File: src/sr_partial_array_refresh_regs.svh
// register offsets, reset values and timing counts for self refresh / masking
`ifndef SR_PARTIAL_ARRAY_REFRESH_REGS_SVH
`define SR_PARTIAL_ARRAY_REFRESH_REGS_SVH
`define BANK_MASK_ADDR     8'h10
`define SEG_MASK_ADDR      8'h11
`define BANK_MASK_RST      8'h00
`define SEG_MASK_RST       8'h00
`define CLK_PERIOD_NS      40
`define RESIDENCY_NS       15
`define RESIDENCY_CYC      ((`RESIDENCY_NS + `CLK_PERIOD_NS - 1) / `CLK_PERIOD_NS)
`define EXIT_DELAY_NS      140
`define EXIT_DELAY_CYC     ((`EXIT_DELAY_NS + `CLK_PERIOD_NS - 1) / `CLK_PERIOD_NS)
`define REFRESH_PERIOD_CYC 16
`define ROW_STEPS          8
`endif

File: src/sr_partial_array_refresh_pkg.sv
// types shared by the self refresh and masking block
package sr_partial_array_refresh_pkg;
  typedef enum logic [3:0] {
    ST_ACTIVE = 4'b0001,
    ST_ENTRY  = 4'b0010,
    ST_SELF   = 4'b0100,
    ST_EXIT   = 4'b1000
  } sr_state_t;
  typedef struct packed {
    logic       cke;
    logic       cs_n;
    logic [3:0] ca_r;
    logic [7:0] ca_f;
    logic [7:0] ma;
    logic       mode_register_write;
  } ca_bus_t;
  typedef struct packed {
    logic       valid;
    logic [2:0] bank;
    logic [2:0] seg;
  } refresh_op_t;
endpackage

File: src/mask_store.sv
// small register store for the two mask registers with registered read data
`timescale 1ns/10ps
`include "sr_partial_array_refresh_regs.svh"
module mask_store #(
  parameter int WIDTH = 8
) (
  input  wire logic             clk_i,     // core clock
  input  wire logic             srst_i,    // sync reset, high
  input  wire logic             we_i,      // write strobe
  input  wire logic             sel_i,     // 0 bank, 1 segment
  input  wire logic [WIDTH-1:0] wdata_i,   // write data
  output logic      [WIDTH-1:0] bank_o,    // bank mask, registered
  output logic      [WIDTH-1:0] seg_o      // segment mask, registered
);
  initial begin
    if (WIDTH != 8) $error("mask_store: width must be 8");
  end
  // one word each; reset to all unmasked so a cold part refreshes everything
  always_ff @(posedge clk_i) begin
    if (srst_i) begin
      bank_o <= WIDTH'(`BANK_MASK_RST);
      seg_o  <= WIDTH'(`SEG_MASK_RST);
    end else if (we_i) begin
      if (sel_i) begin
        seg_o <= wdata_i;
      end else begin
        bank_o <= wdata_i;
      end
    end
  end
endmodule

File: src/self_refresh_partial_array.sv
// self refresh sequencing and partial-array refresh masking
`timescale 1ns/10ps
`include "sr_partial_array_refresh_regs.svh"
// Notes on behaviour
// - entry is CKE low, CS low, CA 0,0,1
// - self refresh held only while CKE low
// - internal timer refreshes; clock gated off
// - ignore all inputs except CKE
// - one all-bank refresh within minimum residency; code starts a 32 or 64 cycle sweep there, exit waits for it
// - exit delay from edge after CKE high
// - four or eight banks sized by density
// - 8-bit bank mask, one bit per bank
// - unmasked bank refreshes only unmasked segments
// - masked segment skipped, unmasked refreshed
// - segment bit spans all banks, masks combine
// - eight segments from 1Gb; none below
// - bit value 1 masked, 0 unmasked
module self_refresh_partial_array
  import sr_partial_array_refresh_pkg::*;
#(
  parameter int BANKS        = 4,
  parameter bit SEG_SUPPORT  = 1'b0,
  parameter int REFRESH_CYC  = `REFRESH_PERIOD_CYC
) (
  input  wire logic        clk_i,        // core clock, 25 MHz
  input  wire logic        srst_i,       // sync reset, high
  input  wire ca_bus_t     ca_i,         // sampled command/address
  output logic             in_self_o,    // device in self refresh
  output logic             clk_gate_o,   // internal clock gated off
  output logic             exit_busy_o,  // exit delay running
  output refresh_op_t      refresh_o,    // internal refresh strobe, registered
  output logic [7:0]       bank_mask_o,  // bank mask readback
  output logic [7:0]       seg_mask_o    // segment mask readback
);
  localparam int RES_CYC  = (`RESIDENCY_CYC < 1) ? 1 : `RESIDENCY_CYC;
  localparam int EXIT_CYC = (`EXIT_DELAY_CYC < 1) ? 1 : `EXIT_DELAY_CYC;
  localparam int SEGS     = 8;

  // only four or eight banks exist
  initial begin
    if (BANKS != 4 && BANKS != 8) $error("banks must be 4 or 8");
    if (BANKS == 4 && SEG_SUPPORT) $error("no segment masking below 1Gb");
    if (REFRESH_CYC < 1 || REFRESH_CYC > 255) $error("refresh period out of range");
  end

  ////////////////////////////////////////////////////////////////////////////
  // command decode

  function automatic logic is_entry(input ca_bus_t c);
    return !c.cke && !c.cs_n && c.ca_r[2:0] == 3'b100;
  endfunction

  function automatic logic region_on(input logic [7:0] bm, input logic [7:0] sm,
                                     input logic [2:0] b, input logic [2:0] s);
    logic seg_blk;
    seg_blk = SEG_SUPPORT ? sm[s] : 1'b0;
    return !bm[b] && !seg_blk;
  endfunction

  sr_state_t state_q;
  sr_state_t state_d;
  logic      mrw_we;
  logic      mrw_sel;

  // mask writes only accepted outside self refresh
  assign mrw_we  = (state_q == ST_ACTIVE) && ca_i.cke && ca_i.mode_register_write && !ca_i.cs_n &&
                   (ca_i.ma == `BANK_MASK_ADDR || ca_i.ma == `SEG_MASK_ADDR);
  assign mrw_sel = (ca_i.ma == `SEG_MASK_ADDR);

  mask_store #(
    .WIDTH (8)
  ) u_masks (
    .clk_i   (clk_i),
    .srst_i  (srst_i),
    .we_i    (mrw_we),
    .sel_i   (mrw_sel),
    .wdata_i (ca_i.ca_f),
    .bank_o  (bank_mask_o),
    .seg_o   (seg_mask_o)
  );

  ////////////////////////////////////////////////////////////////////////////
  // state machine

  logic [7:0] exit_cnt_q;
  logic       sweep_busy;
  logic       exit_done;

  assign exit_done = (exit_cnt_q == 8'(EXIT_CYC - 1)) && !sweep_busy;

  always_comb begin
    state_d = state_q;
    unique case (state_q)
      ST_ACTIVE: begin
        if (is_entry(ca_i)) begin
          state_d = ST_ENTRY;
        end
      end
      ST_ENTRY: begin
        state_d = ca_i.cke ? ST_EXIT : ST_SELF;
      end
      // exit registered at first CKE high
      ST_SELF: begin
        if (ca_i.cke) begin
          state_d = ST_EXIT;
        end
      end
      // exit delay then back to active
      ST_EXIT: begin
        if (exit_done) begin
          state_d = ST_ACTIVE;
        end
      end
      default: state_d = ST_ACTIVE;
    endcase
  end

  always_ff @(posedge clk_i) begin
    if (srst_i) begin
      state_q <= ST_ACTIVE;
    end else begin
      state_q <= state_d;
    end
  end

  // exit delay counter, saturates while refresh sweep drains
  always_ff @(posedge clk_i) begin
    if (srst_i) begin
      exit_cnt_q <= 8'h00;
    end else if (state_q != ST_EXIT) begin
      exit_cnt_q <= 8'h00;
    end else if (exit_cnt_q != 8'(EXIT_CYC - 1)) begin
      exit_cnt_q <= exit_cnt_q + 8'h01;
    end
  end

  assign in_self_o   = (state_q == ST_ENTRY) || (state_q == ST_SELF);
  assign clk_gate_o  = (state_q == ST_SELF);
  assign exit_busy_o = (state_q == ST_EXIT);

  ////////////////////////////////////////////////////////////////////////////
  // internal refresh timer and masked sweep

  logic [7:0] timer_q;
  logic [2:0] bank_q;
  logic [2:0] seg_q;
  logic       sweep_q;
  logic       first_q;

  assign sweep_busy = sweep_q;

  // first sweep starts at entry, then periodic; a sweep of 32 or 64 cycles outlasts residency
  always_ff @(posedge clk_i) begin
    if (srst_i) begin
      timer_q <= 8'h00;
      first_q <= 1'b0;
    end else if (state_q == ST_ENTRY) begin
      timer_q <= 8'h00;
      first_q <= 1'b1;
    end else if (state_q == ST_SELF) begin
      first_q <= 1'b0;
      timer_q <= (timer_q == 8'(REFRESH_CYC - 1)) ? 8'h00 : timer_q + 8'h01;
    end else begin
      first_q <= 1'b0;
      timer_q <= 8'h00;
    end
  end

  // a sweep in progress keeps going through the exit delay
  always_ff @(posedge clk_i) begin
    if (srst_i) begin
      sweep_q <= 1'b0;
      bank_q  <= 3'h0;
      seg_q   <= 3'h0;
    end else if (!sweep_q) begin
      if (first_q || (state_q == ST_SELF && timer_q == 8'(REFRESH_CYC - 1))) begin
        sweep_q <= 1'b1;
        bank_q  <= 3'h0;
        seg_q   <= 3'h0;
      end
    end else if (seg_q == 3'(SEGS - 1)) begin
      seg_q <= 3'h0;
      if (bank_q == 3'(BANKS - 1)) begin
        sweep_q <= 1'b0;
        bank_q  <= 3'h0;
      end else begin
        bank_q <= bank_q + 3'h1;
      end
    end else begin
      seg_q <= seg_q + 3'h1;
    end
  end

  always_ff @(posedge clk_i) begin
    if (srst_i) begin
      refresh_o <= '0;
    end else begin
      refresh_o.valid <= sweep_q && region_on(bank_mask_o, seg_mask_o, bank_q, seg_q);
      refresh_o.bank  <= bank_q;
      refresh_o.seg   <= seg_q;
    end
  end

  ////////////////////////////////////////////////////////////////////////////
  // checks

  // exit length counted apart from exit_cnt_q, so a broken counter still shows
  logic [7:0] exit_len_q;

  always_ff @(posedge clk_i) begin
    if (srst_i) begin
      exit_len_q <= 8'h00;
    end else if (!exit_busy_o) begin
      exit_len_q <= 8'h00;
    end else if (exit_len_q != 8'hff) begin
      exit_len_q <= exit_len_q + 8'h01;
    end
  end

  // entry decoded leads to self refresh
  a_entry_decode: assert property (@(posedge clk_i) disable iff (srst_i)
    state_q == ST_ACTIVE && is_entry(ca_i) |=> in_self_o)
    else $error("entry pattern not taken");

  // CKE high while resident leaves self refresh
  a_cke_exit: assert property (@(posedge clk_i) disable iff (srst_i)
    state_q == ST_SELF && ca_i.cke |=> exit_busy_o)
    else $error("exit not registered on cke high");

  a_clk_gated: assert property (@(posedge clk_i) disable iff (srst_i)
    in_self_o && !ca_i.cke |=> clk_gate_o && in_self_o)
    else $error("clock not gated in self refresh");

  // internal sweep only while resident or exiting
  a_idle_sweep: assert property (@(posedge clk_i) disable iff (srst_i)
    state_q == ST_ACTIVE |-> !sweep_q)
    else $error("sweep running while active");

  // no mask change while in self refresh (entry or resident)
  a_mask_frozen: assert property (@(posedge clk_i) disable iff (srst_i)
    in_self_o |=> $stable(bank_mask_o) && $stable(seg_mask_o))
    else $error("mask changed in self refresh");

  // sweep starts within three cycles of the entry command
  a_first_sweep: assert property (@(posedge clk_i) disable iff (srst_i)
    state_q == ST_ACTIVE && is_entry(ca_i) |-> ##[1:3] sweep_q)
    else $error("no refresh after entry");

  a_resid_refresh: assert property (@(posedge clk_i) disable iff (srst_i)
    $rose(clk_gate_o) |-> ##[0:RES_CYC] sweep_q)
    else $error("no refresh within residency");

  // exit delay lasts at least its count
  a_exit_min: assert property (@(posedge clk_i) disable iff (srst_i)
    $fell(exit_busy_o) |-> exit_len_q >= 8'(EXIT_CYC))
    else $error("exit delay cut short");

  a_bank_write: assert property (@(posedge clk_i) disable iff (srst_i)
    state_q == ST_ACTIVE && ca_i.cke && !ca_i.cs_n && ca_i.mode_register_write &&
    ca_i.ma == `BANK_MASK_ADDR |=> bank_mask_o == $past(ca_i.ca_f))
    else $error("bank mask write lost");

  a_seg_write: assert property (@(posedge clk_i) disable iff (srst_i)
    state_q == ST_ACTIVE && ca_i.cke && !ca_i.cs_n && ca_i.mode_register_write &&
    ca_i.ma == `SEG_MASK_ADDR |=> seg_mask_o == $past(ca_i.ca_f))
    else $error("segment mask write lost");

  // sweep steps one segment per cycle
  a_sweep_step: assert property (@(posedge clk_i) disable iff (srst_i)
    sweep_q && seg_q != 3'(SEGS - 1) |=> seg_q == $past(seg_q) + 3'h1)
    else $error("segment step skipped");

  a_region_on: assert property (@(posedge clk_i) disable iff (srst_i)
    sweep_q && !bank_mask_o[bank_q] && !(SEG_SUPPORT && seg_mask_o[seg_q])
    |=> refresh_o.valid)
    else $error("unmasked region skipped");

  a_bank_blocked: assert property (@(posedge clk_i) disable iff (srst_i)
    refresh_o.valid |-> !bank_mask_o[refresh_o.bank])
    else $error("masked bank refreshed");

  // segment mask blocks only when supported
  a_seg_blocked: assert property (@(posedge clk_i) disable iff (srst_i)
    refresh_o.valid && SEG_SUPPORT |-> !seg_mask_o[refresh_o.seg])
    else $error("masked segment refreshed");

  // exit with no sweep running ends within EXIT_CYC cycles
  a_exit_drain: assert property (@(posedge clk_i) disable iff (srst_i)
    exit_busy_o && !$past(sweep_q) |-> ##[0:EXIT_CYC] !exit_busy_o || sweep_q)
    else $error("exit delay overran");
endmodule

File: config.mk
export PLATFORM = sky130hd
export DESIGN_NAME = self_refresh_partial_array
export DESIGN_NICKNAME = d
export VERILOG_FILES = /design/src/sr_partial_array_refresh_pkg.sv /design/src/mask_store.sv /design/src/self_refresh_partial_array.sv
export VERILOG_INCLUDE_DIRS = /design/src
export SDC_FILE = /design/constraint.sdc
export NUM_CORES = 1
export LEC_CHECK = 0
export CAP_MARGIN = 0
export CORE_MARGIN = 1
export CORE_UTILIZATION = 60
export CTS_CLUSTER_DIAMETER = 80
export DETAILED_ROUTE_END_ITERATION = 8
export DONT_BUFFER_PORTS = 1
export PLACE_DENSITY = 0.76
export SETUP_SLACK_MARGIN = 0.2
export SLEW_MARGIN = 15
export SYNTH_ARGS = -nofsm -noshare
export SYNTH_HDL_FRONTEND = slang
export SYNTH_SLANG_ARGS = --single-unit
File: constraint.sdc
create_clock -name clk_i -period 3.6 [get_ports clk_i]
set_clock_uncertainty 0.15 [all_clocks]
set_input_delay 0 -clock clk_i [delete_from_list [all_inputs] [get_ports clk_i]]
set_output_delay 0 -clock clk_i [all_outputs]
set_load 0.005 [all_outputs]
# == Yosys cells after proc, flatten, opt, wreduce, memory -nomap -nowiden ==
# Cells that the tools add are included.
# word_totals
ff_bits,51
in_bits,25
wordCells,77
# op_classes
addsub,4
n_lt_le_gt_ge,1
eq_ne,17
n_mux,18
n_bitwise,2
n_reduce_logical,23
# ops
operator,count
$mux 3,6
$add 8x1->8 const B,2
$eq 8x5->1 const B,2
$mux 4,4
$pmux 4 s4,1
$logic_and 1x1->1,9
$eq 8x2->1 const B,1
$eq 8x4->1 const B,1
$ne 8x2->1 const B,1
$add 3x1->3 const B,2
$eq 3x3->1 const B,2
$mux 1,6
$ne 2x1->1 const B,3
$reduce_and 2->1,3
$eq 4x1->1 const B,1
$eq 4x2->1 const B,1
$eq 4x3->1 const B,1
$eq 4x4->1 const B,1
$logic_not 1->1,4
$lt 3x4->1 const B,1
$ne 4x4->1 const B,1
$reduce_or 4->1,1
$bmux 1 s3,1
$eq 3x2->1 const B,1
other kinds (6),9

# == Longest topological paths before layout ==
# Gate-level depths: netlist of the first run.
# depth
depth_word,6
mapped_depth,5
depth_no_buf,5

# == Modules after synthesis ==
# A second synthesis of the first run with hierarchy kept.
# hier_totals
cells_unflattened,223
hier_area_um2,2190.9
# by_module_without_submodules
mod,n_inst,cells_per_inst,area_per_inst_um2
self_refresh_partial_array,1,159,1516.5
mask_store,1,64,674.4

# == Worst setup path after synthesis of the first run ==
# No wires, ideal clock.
# synth_timing
path_kind,register to register
from,reg exit_cnt_q[0]
to,reg state_q[2]
setup_ns,0.087
arrival_time_ns,1.621
required_ns,3.363
path_slack_ns,1.741
stages_incl_launch_ff,5
period_less_slack_ns,1.859
cell_sequence,dfxtp_1 > ha_1 > or4b_4 > o31a_1 > nor4b_2
# synth_via
elab_chain_cells,4
# synth_rtl
item,line,source
from (decl),self_refresh_partial_array.sv:85,logic [7:0] exit_cnt_q;
from (signal assigned),self_refresh_partial_array.sv:133,exit_cnt_q <= exit_cnt_q + 8'h01;
$eq 8x2->1,self_refresh_partial_array.sv:89,assign exit_done = (exit_cnt_q == 8'(EXIT_CYC - 1)) && !sweep_busy;
$logic_and 1x1->1,self_refresh_partial_array.sv:89,
$ne 2x1->1 (no source line),--,
$reduce_and 3->1 (no source line),--,
to (signal assigned),self_refresh_partial_array.sv:122,state_q <= state_d;
to (decl),self_refresh_partial_array.sv:60,sr_state_t state_q;
# No other way between the ends.
# A chain may end at the register's enable or synchronous reset.

# == Worst setup path after layout of the first run ==
# Same ends and word-level chain as after synthesis.

==> out/metrics.cfg, run 1 <==
[status]
status = finished, final reports clean

[placed_design]
routabilityCongestion = 0.839
pre_cts_ws_ns = 1.58
portBuffers = 0
hpwl_um = 3070

[global_route]
grt.total_usage_pct = 24.7
grt_pass1_wl_um = 7620
grt_pass1_vias = 1655
antenna_found_initial = 0
grt_max_degree = 31
grt-ovfl-total = 0

[critical_path]
crit_fanout = 6
cp-startpoint = exit_cnt_q[0]$_SDFFE_PP0P_
r2r_setup_slack_ns = 1.00
crit_path_end_kind = register
crit_required_ns = 3.76
cp-start-kind = register
arrival_ns = 2.76
worstReg2RegStart = exit_cnt_q[0]$_SDFFE_PP0P_
crit_type = register to register

[die]
dieArea_um2 = 3870
io_pins = 51
die_height_um = 62.2
die_w_um = 62.2
start_util_pct = 63.7
core-area_um2 = 3420
rows = 21

[synth]
ys_warn_count = 0
syn_area_um2 = 2180
synth_area_leader_cell = dfxtp_1
synth_xor_area_share_pct = 2.82
synthCells = 225
synth.area.top_cells = dfxtp_1 47%, mux2i_1 7.4%, nand2_1 5.7%
synth_compound_area_share_pct = 11.5
ys_types = 46
synthAdderAreaFrac_pct = 2.88
synth_edf_count = 0
async_flop_share_pct = 0
synthSimpleGateAreaFrac_pct = 23.5
synth_top_family_by_area = simple AND/OR/NAND/NOR gates
synth-seq-area-share_pct = 46.9
yosys_most_used_dff = dfxtp_1
synthMuxAreaShare_pct = 9.43
synth_nets = 255
yosysTopAreaCellShare_pct = 46.9
synth_most_common_cell = dfxtp_1
synthTopCellsByCount = 51 x dfxtp_1, 33 x nand2_1, 16 x mux2i_1, 12 x nor2_1
ys_ff_latch = 51
synth_area_per_cell_um2 = 9.67

[pwr]
power_frac_comb_pct = 6.8
switching_share_pct = 22.1
power_density_nw_per_um2 = 389
seq_power_share_pct = 60.5
pwr-share-clk_pct = 32.7
worst_ir_drop_vdd_uv = 241
p_leak_nw = 0.920
cellInternalPower_mw = 0.746
switching_power_mw = 0.211

[layout]
layout.nets = 273
synthToLayoutAreaGrowth_pct = 13.1
num_antenna_cells = 0
drive_gt1_share_pct = 6.58

[drt]
routed_via_density = 5.95
totalWireLength_um = 4370
drc_errors = 0
avgRoutedWirePerCell_um = 15.1
vias = 1720
drt-pass1-iter-count = 4
drt_iter0_drc = 95
detail-route-antenna-nets = 0

[hold_path]
hold_path_class = primary input to register
min_from = ca_i[3]

[clocking]
clock_sinks = 51
clk_path_buf_depth = 2
post_cts_buffers = 0
numCtsBuffers = 5
clockRootBuffer = clkbuf_4
cts_hold_buf = 18
cts.clk_slew.worst_paths_ns = 0.14
clock_latency_ns = 0.36
cts_tree = done
cts.htree.levels = 2
ctsResizeCount = 0

[timing]
hold_viol_final = 0
max_freq_mhz = 385
maxSlewViolCount = 0
min_period_over_period_pct = 72.2
worst_slew_pin_slew_ns = 0.884
slew_headroom_pct = 41.0
setup_ws_ns = 1.00
fin_crit_ns = 2.60
rsz0062_at_grt = no
setup_violations = 0
fin_tns_setup_ns = 0

[run]
drv_cap = 0

## per-layer routing
layer / up-vias / part of all wire (%) / track usage, %
met3: 7 / 6.7 / 6.25
met4: 0 / 1.4 / 8.14
met2: 63 / 51 / 43.3
met5: - / 0 / 0
met1: 805 / 41 / 29.4
li1: 845 / - / -
## kinds of logic (layout without fill, tap and decap cells)
| group | after synthesis | after routing |
|---|---|---|
| and+or+nand+nor | 92 | 92 |
| DFF | 51 | 51 |
| AOI/OAI and AO/OA | 35 | 35 |
| muxes | 18 | 18 |
| buffers and inverters | 17 | 35 |
| xor gates and xnor gates | 7 | 7 |
| adders and majority gates | 5 | 5 |
## critical path, stage by stage, from the launching register on
cell	delay, ns
dfxtp_1	0.44
ha_1	0.28
or4b_4	0.52
o31a_1	0.33
nor4b_2	0.26
dlygate4sd3_1	0.58
## state kept, by name, summed over array words and instances, names as in the netlist
register	count
exit_cnt_q	8
state_q	4
sweep_busy	1
first_q	1
seg_q	3
u_masks.seg_o	8
bank_q	3
u_masks.bank_o	8
timer_q	8
refresh_o	7
## metrics by stage
step / util [%] / area [um^2] / power, mW / hold WS [ns] / cells
5_1_grt: 72.1 / 2460 / 0.994 / 0.0645 / 289
3_3_place_gp: 64.6 / 2210 / 0.634 / -0.0788 / 264
3_5_place_dp: 64.6 / 2210 / 0.638 / -0.0789 / 264
6_report: 72.1 / 2460 / 0.957 / 0.0703 / 289
4_1_cts: 72.1 / 2460 / 0.963 / 0.0556 / 289
2_1_floorplan: - / 2180 / 0.630 / -0.0786 / 225
## placed cells by master, fill, tap and decap left out, drive strengths merged, types with 2 or more instances in the layout
cell / n
o311ai: 2
nand3: 8
nand4: 3
or4b: 2
xor2: 4
o31ai: 2
clkbuf: 5
ha: 5
a21oi: 10
nor3b: 3
dlygate4sd3: 18
nor3: 4
o211ai: 2
xnor2: 3
o32ai: 3
dfxtp: 51
or3: 8
mux4: 2
nor4b: 4
nand2: 33
mux2i: 16
nor2: 12
a21boi: 2
inv: 10
o21ai: 7
nand3b: 2
nor2b: 6
## layout make-up
class                      instances  area, um^2
tap                               46        57.6
clock buffer                       5        37.5
sequential                        51        1020
fill                             258         955
inverter                          10        37.5
multi-input combinational        157        1090
clock inverter                     2        37.5
timing repair buffer              18         180
## path summary, 6_finish.rpt
check,cells past startpoint,endpoint
max reg2reg,5,state_q[2]$_SDFFE_PP0P_
min,3,u_masks.bank_o[7]$_SDFFE_PP0P_
max,5,state_q[2]$_SDFFE_PP0P_
min reg2reg,1,timer_q[0]$_SDFF_PP0_
## power groups by stage
| stage | registers (mW) | logic, mW | clock network, mW |
|---|---|---|---|
| 2_1_floorplan | 0.589 | 0.0411 | 0 |
| 3_3_place_gp | 0.590 | 0.0439 | 0 |
| 3_5_place_dp | 0.591 | 0.0466 | 0 |
| 4_1_cts | 0.579 | 0.0642 | 0.320 |
| 5_1_grt | 0.580 | 0.0714 | 0.343 |
| 6_report | 0.579 | 0.0651 | 0.313 |
No activity file was read; power rests on OpenSTA's default activity.
==> run 2, diff against run 1 <==
==> constraint.sdc (replaced) <==
create_clock -name clk_i -period 2.5 [get_ports clk_i]
set_clock_uncertainty 0.15 [all_clocks]
set_input_delay 0 -clock clk_i [delete_from_list [all_inputs] [get_ports clk_i]]
set_output_delay 0 -clock clk_i [all_outputs]
set_load 0.005 [all_outputs]
==> run 2 against run 1 <==
Clock power increased by 81%. Critical path depth decreased by 1. First-iteration DRC count increased by 16%. Critical path type unchanged. Power increased by 57%. Largest cell class unchanged. Global-route usage decreased by 1.0 points. Utilization increased by 1.1 points.
==> out/metrics.cfg, run 2 (synthesis results as in run 1) <==
[status]
status = finished, final reports clean

[hold_path]
min_from = ca_i[0]
hold_path_class = primary input to register
hold_end = u_masks.seg_o[1]$_SDFFE_PP0P_
holdPathStages = 3

[timing]
fin_crit_ns = 2.08
maxSlewViolCount = 0
setup_violations = 0
fin_tns_setup_ns = 0
worst_slew_pin_slew_ns = 0.598
rsz0062_at_grt = no
hold_viol_final = 0
max_freq_mhz = 480
slew_headroom_pct = 60.0
min_period_over_period_pct = 83.4
setup_ws_ns = 0.416

[die]
dieArea_um2 = 3870
die_height_um = 62.2
io_pins = 51
start_util_pct = 63.7
core-area_um2 = 3420
rows = 21
die_w_um = 62.2

[run]
drv_cap = 0

[global_route]
antenna_found_initial = 0
grt.total_usage_pct = 23.7
grt_pass1_vias = 1678
grt_max_degree = 30
grt_pass1_wl_um = 7220
grt-ovfl-total = 0

[critical_path]
crit_required_ns = 2.62
rr_endpoint = state_q[2]$_SDFFE_PP0P_
r2r_setup_slack_ns = 0.42
crit_fanout = 6
worstReg2RegStart = exit_cnt_q[0]$_SDFFE_PP0P_
crit_path_end_kind = register
crit_type = register to register
cp-start-kind = register
rr_worst_depth = 4
arrival_ns = 2.21

[layout]
final_common_cell = dfxtp_1
fill_cells = 259
layout.nets = 274
fin_cells = 291
num_antenna_cells = 0
final_cell_mix = 51 x dfxtp_1, 33 x nand2_1, 18 x dlygate4sd3_1
synthToLayoutAreaGrowth_pct = 14.8
drive_gt1_share_pct = 7.35

[pwr]
power.total_mw = 1.50
seq_power_share_pct = 55.6
worst_ir_drop_vdd_uv = 431
power_density_nw_per_um2 = 600
switching_share_pct = 21.3
p_leak_nw = 0.943
pwr-share-clk_pct = 37.9
power_frac_comb_pct = 6.5
cellInternalPower_mw = 1.18
switching_power_mw = 0.319

[placed_design]
routabilityCongestion = 0.851
pre_cts_ws_ns = 0.490
hpwl_um = 3080
portBuffers = 0
dpl.cell_count = 265

[drt]
vias = 1716
drt_iter0_drc = 110
avgRoutedWirePerCell_um = 14.9
routed_via_density = 5.90
detail-route-antenna-nets = 0
drt-pass1-iter-count = 4
drc_errors = 0
totalWireLength_um = 4340

[clocking]
clock_sinks = 51
cts.clk_slew.worst_paths_ns = 0.15
post_cts_buffers = 0
cts_tree = done
clock_latency_ns = 0.36
clockRootBuffer = clkbuf_4
clk_path_buf_depth = 2
numCtsBuffers = 5
cts.htree.levels = 2

==> run 2: repair_timing <==
action	in CTS	in global routing
hold endpoints to repair	46	0
resized for setup	0	0
hold buffers	18	0
==> run 2: layout make-up <==
cell class / count / area, um^2 / area share [%]
timing repair buffer: 19 / 188 / 7.51
clock buffer: 5 / 37.5 / 1.50
inverter: 10 / 37.5 / 1.50
tap: 46 / 57.6 / 2.30
sequential: 51 / 1020 / 40.9
clock inverter: 3 / 67.6 / 2.70
multi-input combinational: 157 / 1090 / 43.6
==> run 2: worst max-delay path by stage <==
stage                                          start                      end  cells past startpoint
after CTS                 exit_cnt_q[0]$_SDFFE_PP0P_  state_q[2]$_SDFFE_PP0P_                      4
after detailed placement  exit_cnt_q[0]$_SDFFE_PP0P_  state_q[2]$_SDFFE_PP0P_                      4
final                     exit_cnt_q[0]$_SDFFE_PP0P_  state_q[2]$_SDFFE_PP0P_                      4
after floorplan           exit_cnt_q[0]$_SDFFE_PP0P_  state_q[2]$_SDFFE_PP0P_                      4
after global routing      exit_cnt_q[0]$_SDFFE_PP0P_  state_q[1]$_SDFFE_PP0P_                      4
after global placement    exit_cnt_q[0]$_SDFFE_PP0P_  state_q[2]$_SDFFE_PP0P_                      4
==> run 2: metrics by stage <==
step	utilization (%)	hold WS (ns)	cell area (um^2)
6_report	73.2	0.0619	2500
5_1_grt	73.2	0.0363	2500
4_1_cts	73.2	0.0366	2500
3_5_place_dp	64.8	-0.0790	2210
3_3_place_gp	64.8	-0.0789	2210
2_1_floorplan	-	-0.0786	2180
==> run 2: layer usage <==
| layer | vias up | wire [um] | GRT usage, % |
|---|---|---|---|
| met4 | 0 | 41 | 9.59 |
| met3 | 4 | 251 | 7.72 |
| met5 | - | 0 | 0 |
| met1 | 809 | 1840 | 26.1 |
| li1 | 842 | - | - |
| met2 | 61 | 2200 | 41.9 |
==> run 2: worst max-delay path, stage by stage (launching register included) <==
cell and delay, ns:
dfxtp_1 0.45, ha_1 0.28, or4b_4 0.53, o31a_1 0.33
nor4b_2 0.26
==> run 2: power groups by stage <==
stage	combinational (mW)	sequential (mW)	clock, mW
global route	0.107	0.836	0.615
global placement	0.0645	0.850	0
CTS	0.0944	0.833	0.581
finish	0.0976	0.834	0.567
detailed placement	0.0706	0.851	0
floorplan	0.0591	0.848	0
==> run 3, diff against run 2 <==
==> constraint.sdc (replaced) <==
create_clock -name clk_i -period 2.2 [get_ports clk_i]
set_clock_uncertainty 0.15 [all_clocks]
set_input_delay 0 -clock clk_i [delete_from_list [all_inputs] [get_ports clk_i]]
set_output_delay 0 -clock clk_i [all_outputs]
set_load 0.005 [all_outputs]
==> run 3 against run 2 <==
Combinational power up 14%. Global-route usage up 2.3 points. Count of clock-buffer cells in the layout unchanged. Critical path depth unchanged. Power up 7.4%. Utilization up 0.88 points. Die area unchanged. Register-to-register slack worse by 0.20 ns. Sequential power up 13%. Non-clock buffer count up 3. Highest routed layer unchanged.
==> out/metrics.cfg, run 3 (synthesis results as in run 1) <==
[hold_path]
holdPathStages = 3
hold_end = u_masks.seg_o[4]$_SDFFE_PP0P_
hold_path_class = primary input to register
min_from = ca_i[5]

[critical_path]
cp-startpoint = exit_cnt_q[0]$_SDFFE_PP0P_
rr_endpoint = state_q[2]$_SDFFE_PP0P_
cp-start-kind = register
rr_worst_depth = 4
worstPathCellList = ha_4 > or4b_4 > o31a_1 > nor4b_2
crit_path_end_kind = register
worstReg2RegStart = exit_cnt_q[0]$_SDFFE_PP0P_
slowest_delay_ns = 0.50
crit_required_ns = 2.34
r2r_setup_slack_ns = 0.21
arrival_ns = 2.12
crit_fanout = 6
crit_type = register to register
critPathSlowestCell = or4b_4

[clocking]
clock_latency_ns = 0.38
clock_sinks = 51
clk_path_buf_depth = 2
cts.htree.levels = 2
post_cts_buffers = 0
cts.clk_slew.worst_paths_ns = 0.15
numCtsBuffers = 5
cts_tree = done
clockRootBuffer = clkbuf_4

[layout]
final_cell_mix = 49 x dfxtp_1, 33 x nand2_1, 21 x dlygate4sd3_1
num_antenna_cells = 0
layout.nets = 277
synthToLayoutAreaGrowth_pct = 16.2
final_common_cell = dfxtp_1
fin_util_pct = 74.0
drive_gt1_share_pct = 8.87
fin_area_um2 = 2530

[global_route]
grt_pass1_wl_um = 7850
grt.total_usage_pct = 26.0
grt-ovfl-total = 0
grt_max_degree = 29
grt_pass1_vias = 1682
antenna_found_initial = 0

[timing]
max_freq_mhz = 504
hold_viol_final = 0
min_period_over_period_pct = 90.3
fin_tns_setup_ns = 0
maxSlewViolCount = 0
setup_violations = 0
slew_headroom_pct = 61.1
rsz0062_at_grt = yes
fin_crit_ns = 1.99
worst_slew_pin_slew_ns = 0.582

[die]
die_height_um = 62.2
start_util_pct = 63.7
die_w_um = 62.2
io_pins = 51
core-area_um2 = 3420
rows = 21
dieArea_um2 = 3870

[drt]
drt_iter0_drc = 89
wl_met3_um = 254
routed-wl-met2_um = 2320
top_layer = met4
vias = 1733
avgRoutedWirePerCell_um = 15.7
met1_length_um = 1940
totalWireLength_um = 4610
drc_errors = 0
routed_via_density = 5.89
drt-pass1-iter-count = 4
detail-route-antenna-nets = 0

[pwr]
worst_ir_drop_vdd_uv = 373
p_leak_nw = 0.941
power_density_nw_per_um2 = 636

[run]
drv_cap = 0

[placed_design]
routabilityCongestion = 0.873
placed_area_um2 = 2210
portBuffers = 0
hpwl_um = 3050

[status]
status = finished, final reports clean

==> run 3: cell count changes in the layout (fill, tap and decap cells not counted), sizes merged <==
cell / delta
dlygate4sd3: +3
bufinv: -1
inv: +1
==> run 3: worst max-delay path, delay by kind of cell, from the launching register on <==
family / cells / cell delay (ns)
AO/OA/AOI/OAI: 1 / 0.34
adder cells (fa/ha/maj): 1 / 0.16
AND/OR/NAND/NOR: 2 / 0.84
flip-flops: 1 / 0.41
==> run 3: area by class of cell <==
type	instances	area, um^2
fill	266	887
tap	46	57.6
inverter	10	37.5
multi-input combinational	157	1100
clock inverter	3	46.3
timing repair buffer	22	218
sequential	51	1030
clock buffer	5	37.5
==> run 3: power breakdown <==
part / internal, mW / leakage (nW) / switching (mW)
clock network: 0.243 / 0.0418 / 0.310
registers: 0.932 / 0.412 / 0.0133
logic: 0.0557 / 0.487 / 0.0551
total: 1.23 / 0.941 / 0.379
==> run 3: metrics by stage <==
stage | hold WS, ns | total power, mW | instances | worst slack (ns)
after global routing | 0.0392 | 1.68 | 294 | 0.136
final | 0.0287 | 1.61 | 294 | 0.214
after floorplan | -0.0786 | 1.03 | 225 | 0.341
after global placement | -0.0787 | 1.04 | 265 | 0.245
after CTS | 0.0138 | 1.62 | 294 | 0.193
after detailed placement | -0.0771 | 1.05 | 265 | 0.181
==> run 3: layer usage <==
| layer | up-vias | global-route usage [%] |
|---|---|---|
| met1 | 818 | 29.4 |
| li1 | 849 | - |
| met4 | 0 | 10.8 |
| met2 | 55 | 45.5 |
| met5 | - | 0 |
| met3 | 11 | 7.72 |
==> run 3: how the worst max path moves through the flow <==
stage	endpoint	slack [ns]	depth (start not counted)
finish	state_q[2]$_SDFFE_PP0P_	0.21	4
floorplan	state_q[2]$_SDFFE_PP0P_	0.34	4
detailed placement	state_q[2]$_SDFFE_PP0P_	0.18	4
CTS	state_q[2]$_SDFFE_PP0P_	0.19	4
global placement	exit_cnt_q[4]$_SDFFE_PP0P_	0.24	4
global route	u_masks.seg_o[7]$_SDFFE_PP0P_	0.14	3
==> run 3: timing repair <==
| item | in CTS | in global routing |
|---|---|---|
| pin swaps | 0 | 1 |
| endpoints found under the hold margin | 47 | 0 |
| resized for setup | 3 | 4 |
| hold buffers | 21 | 0 |
| setup endpoints to repair | 8 | 19 |
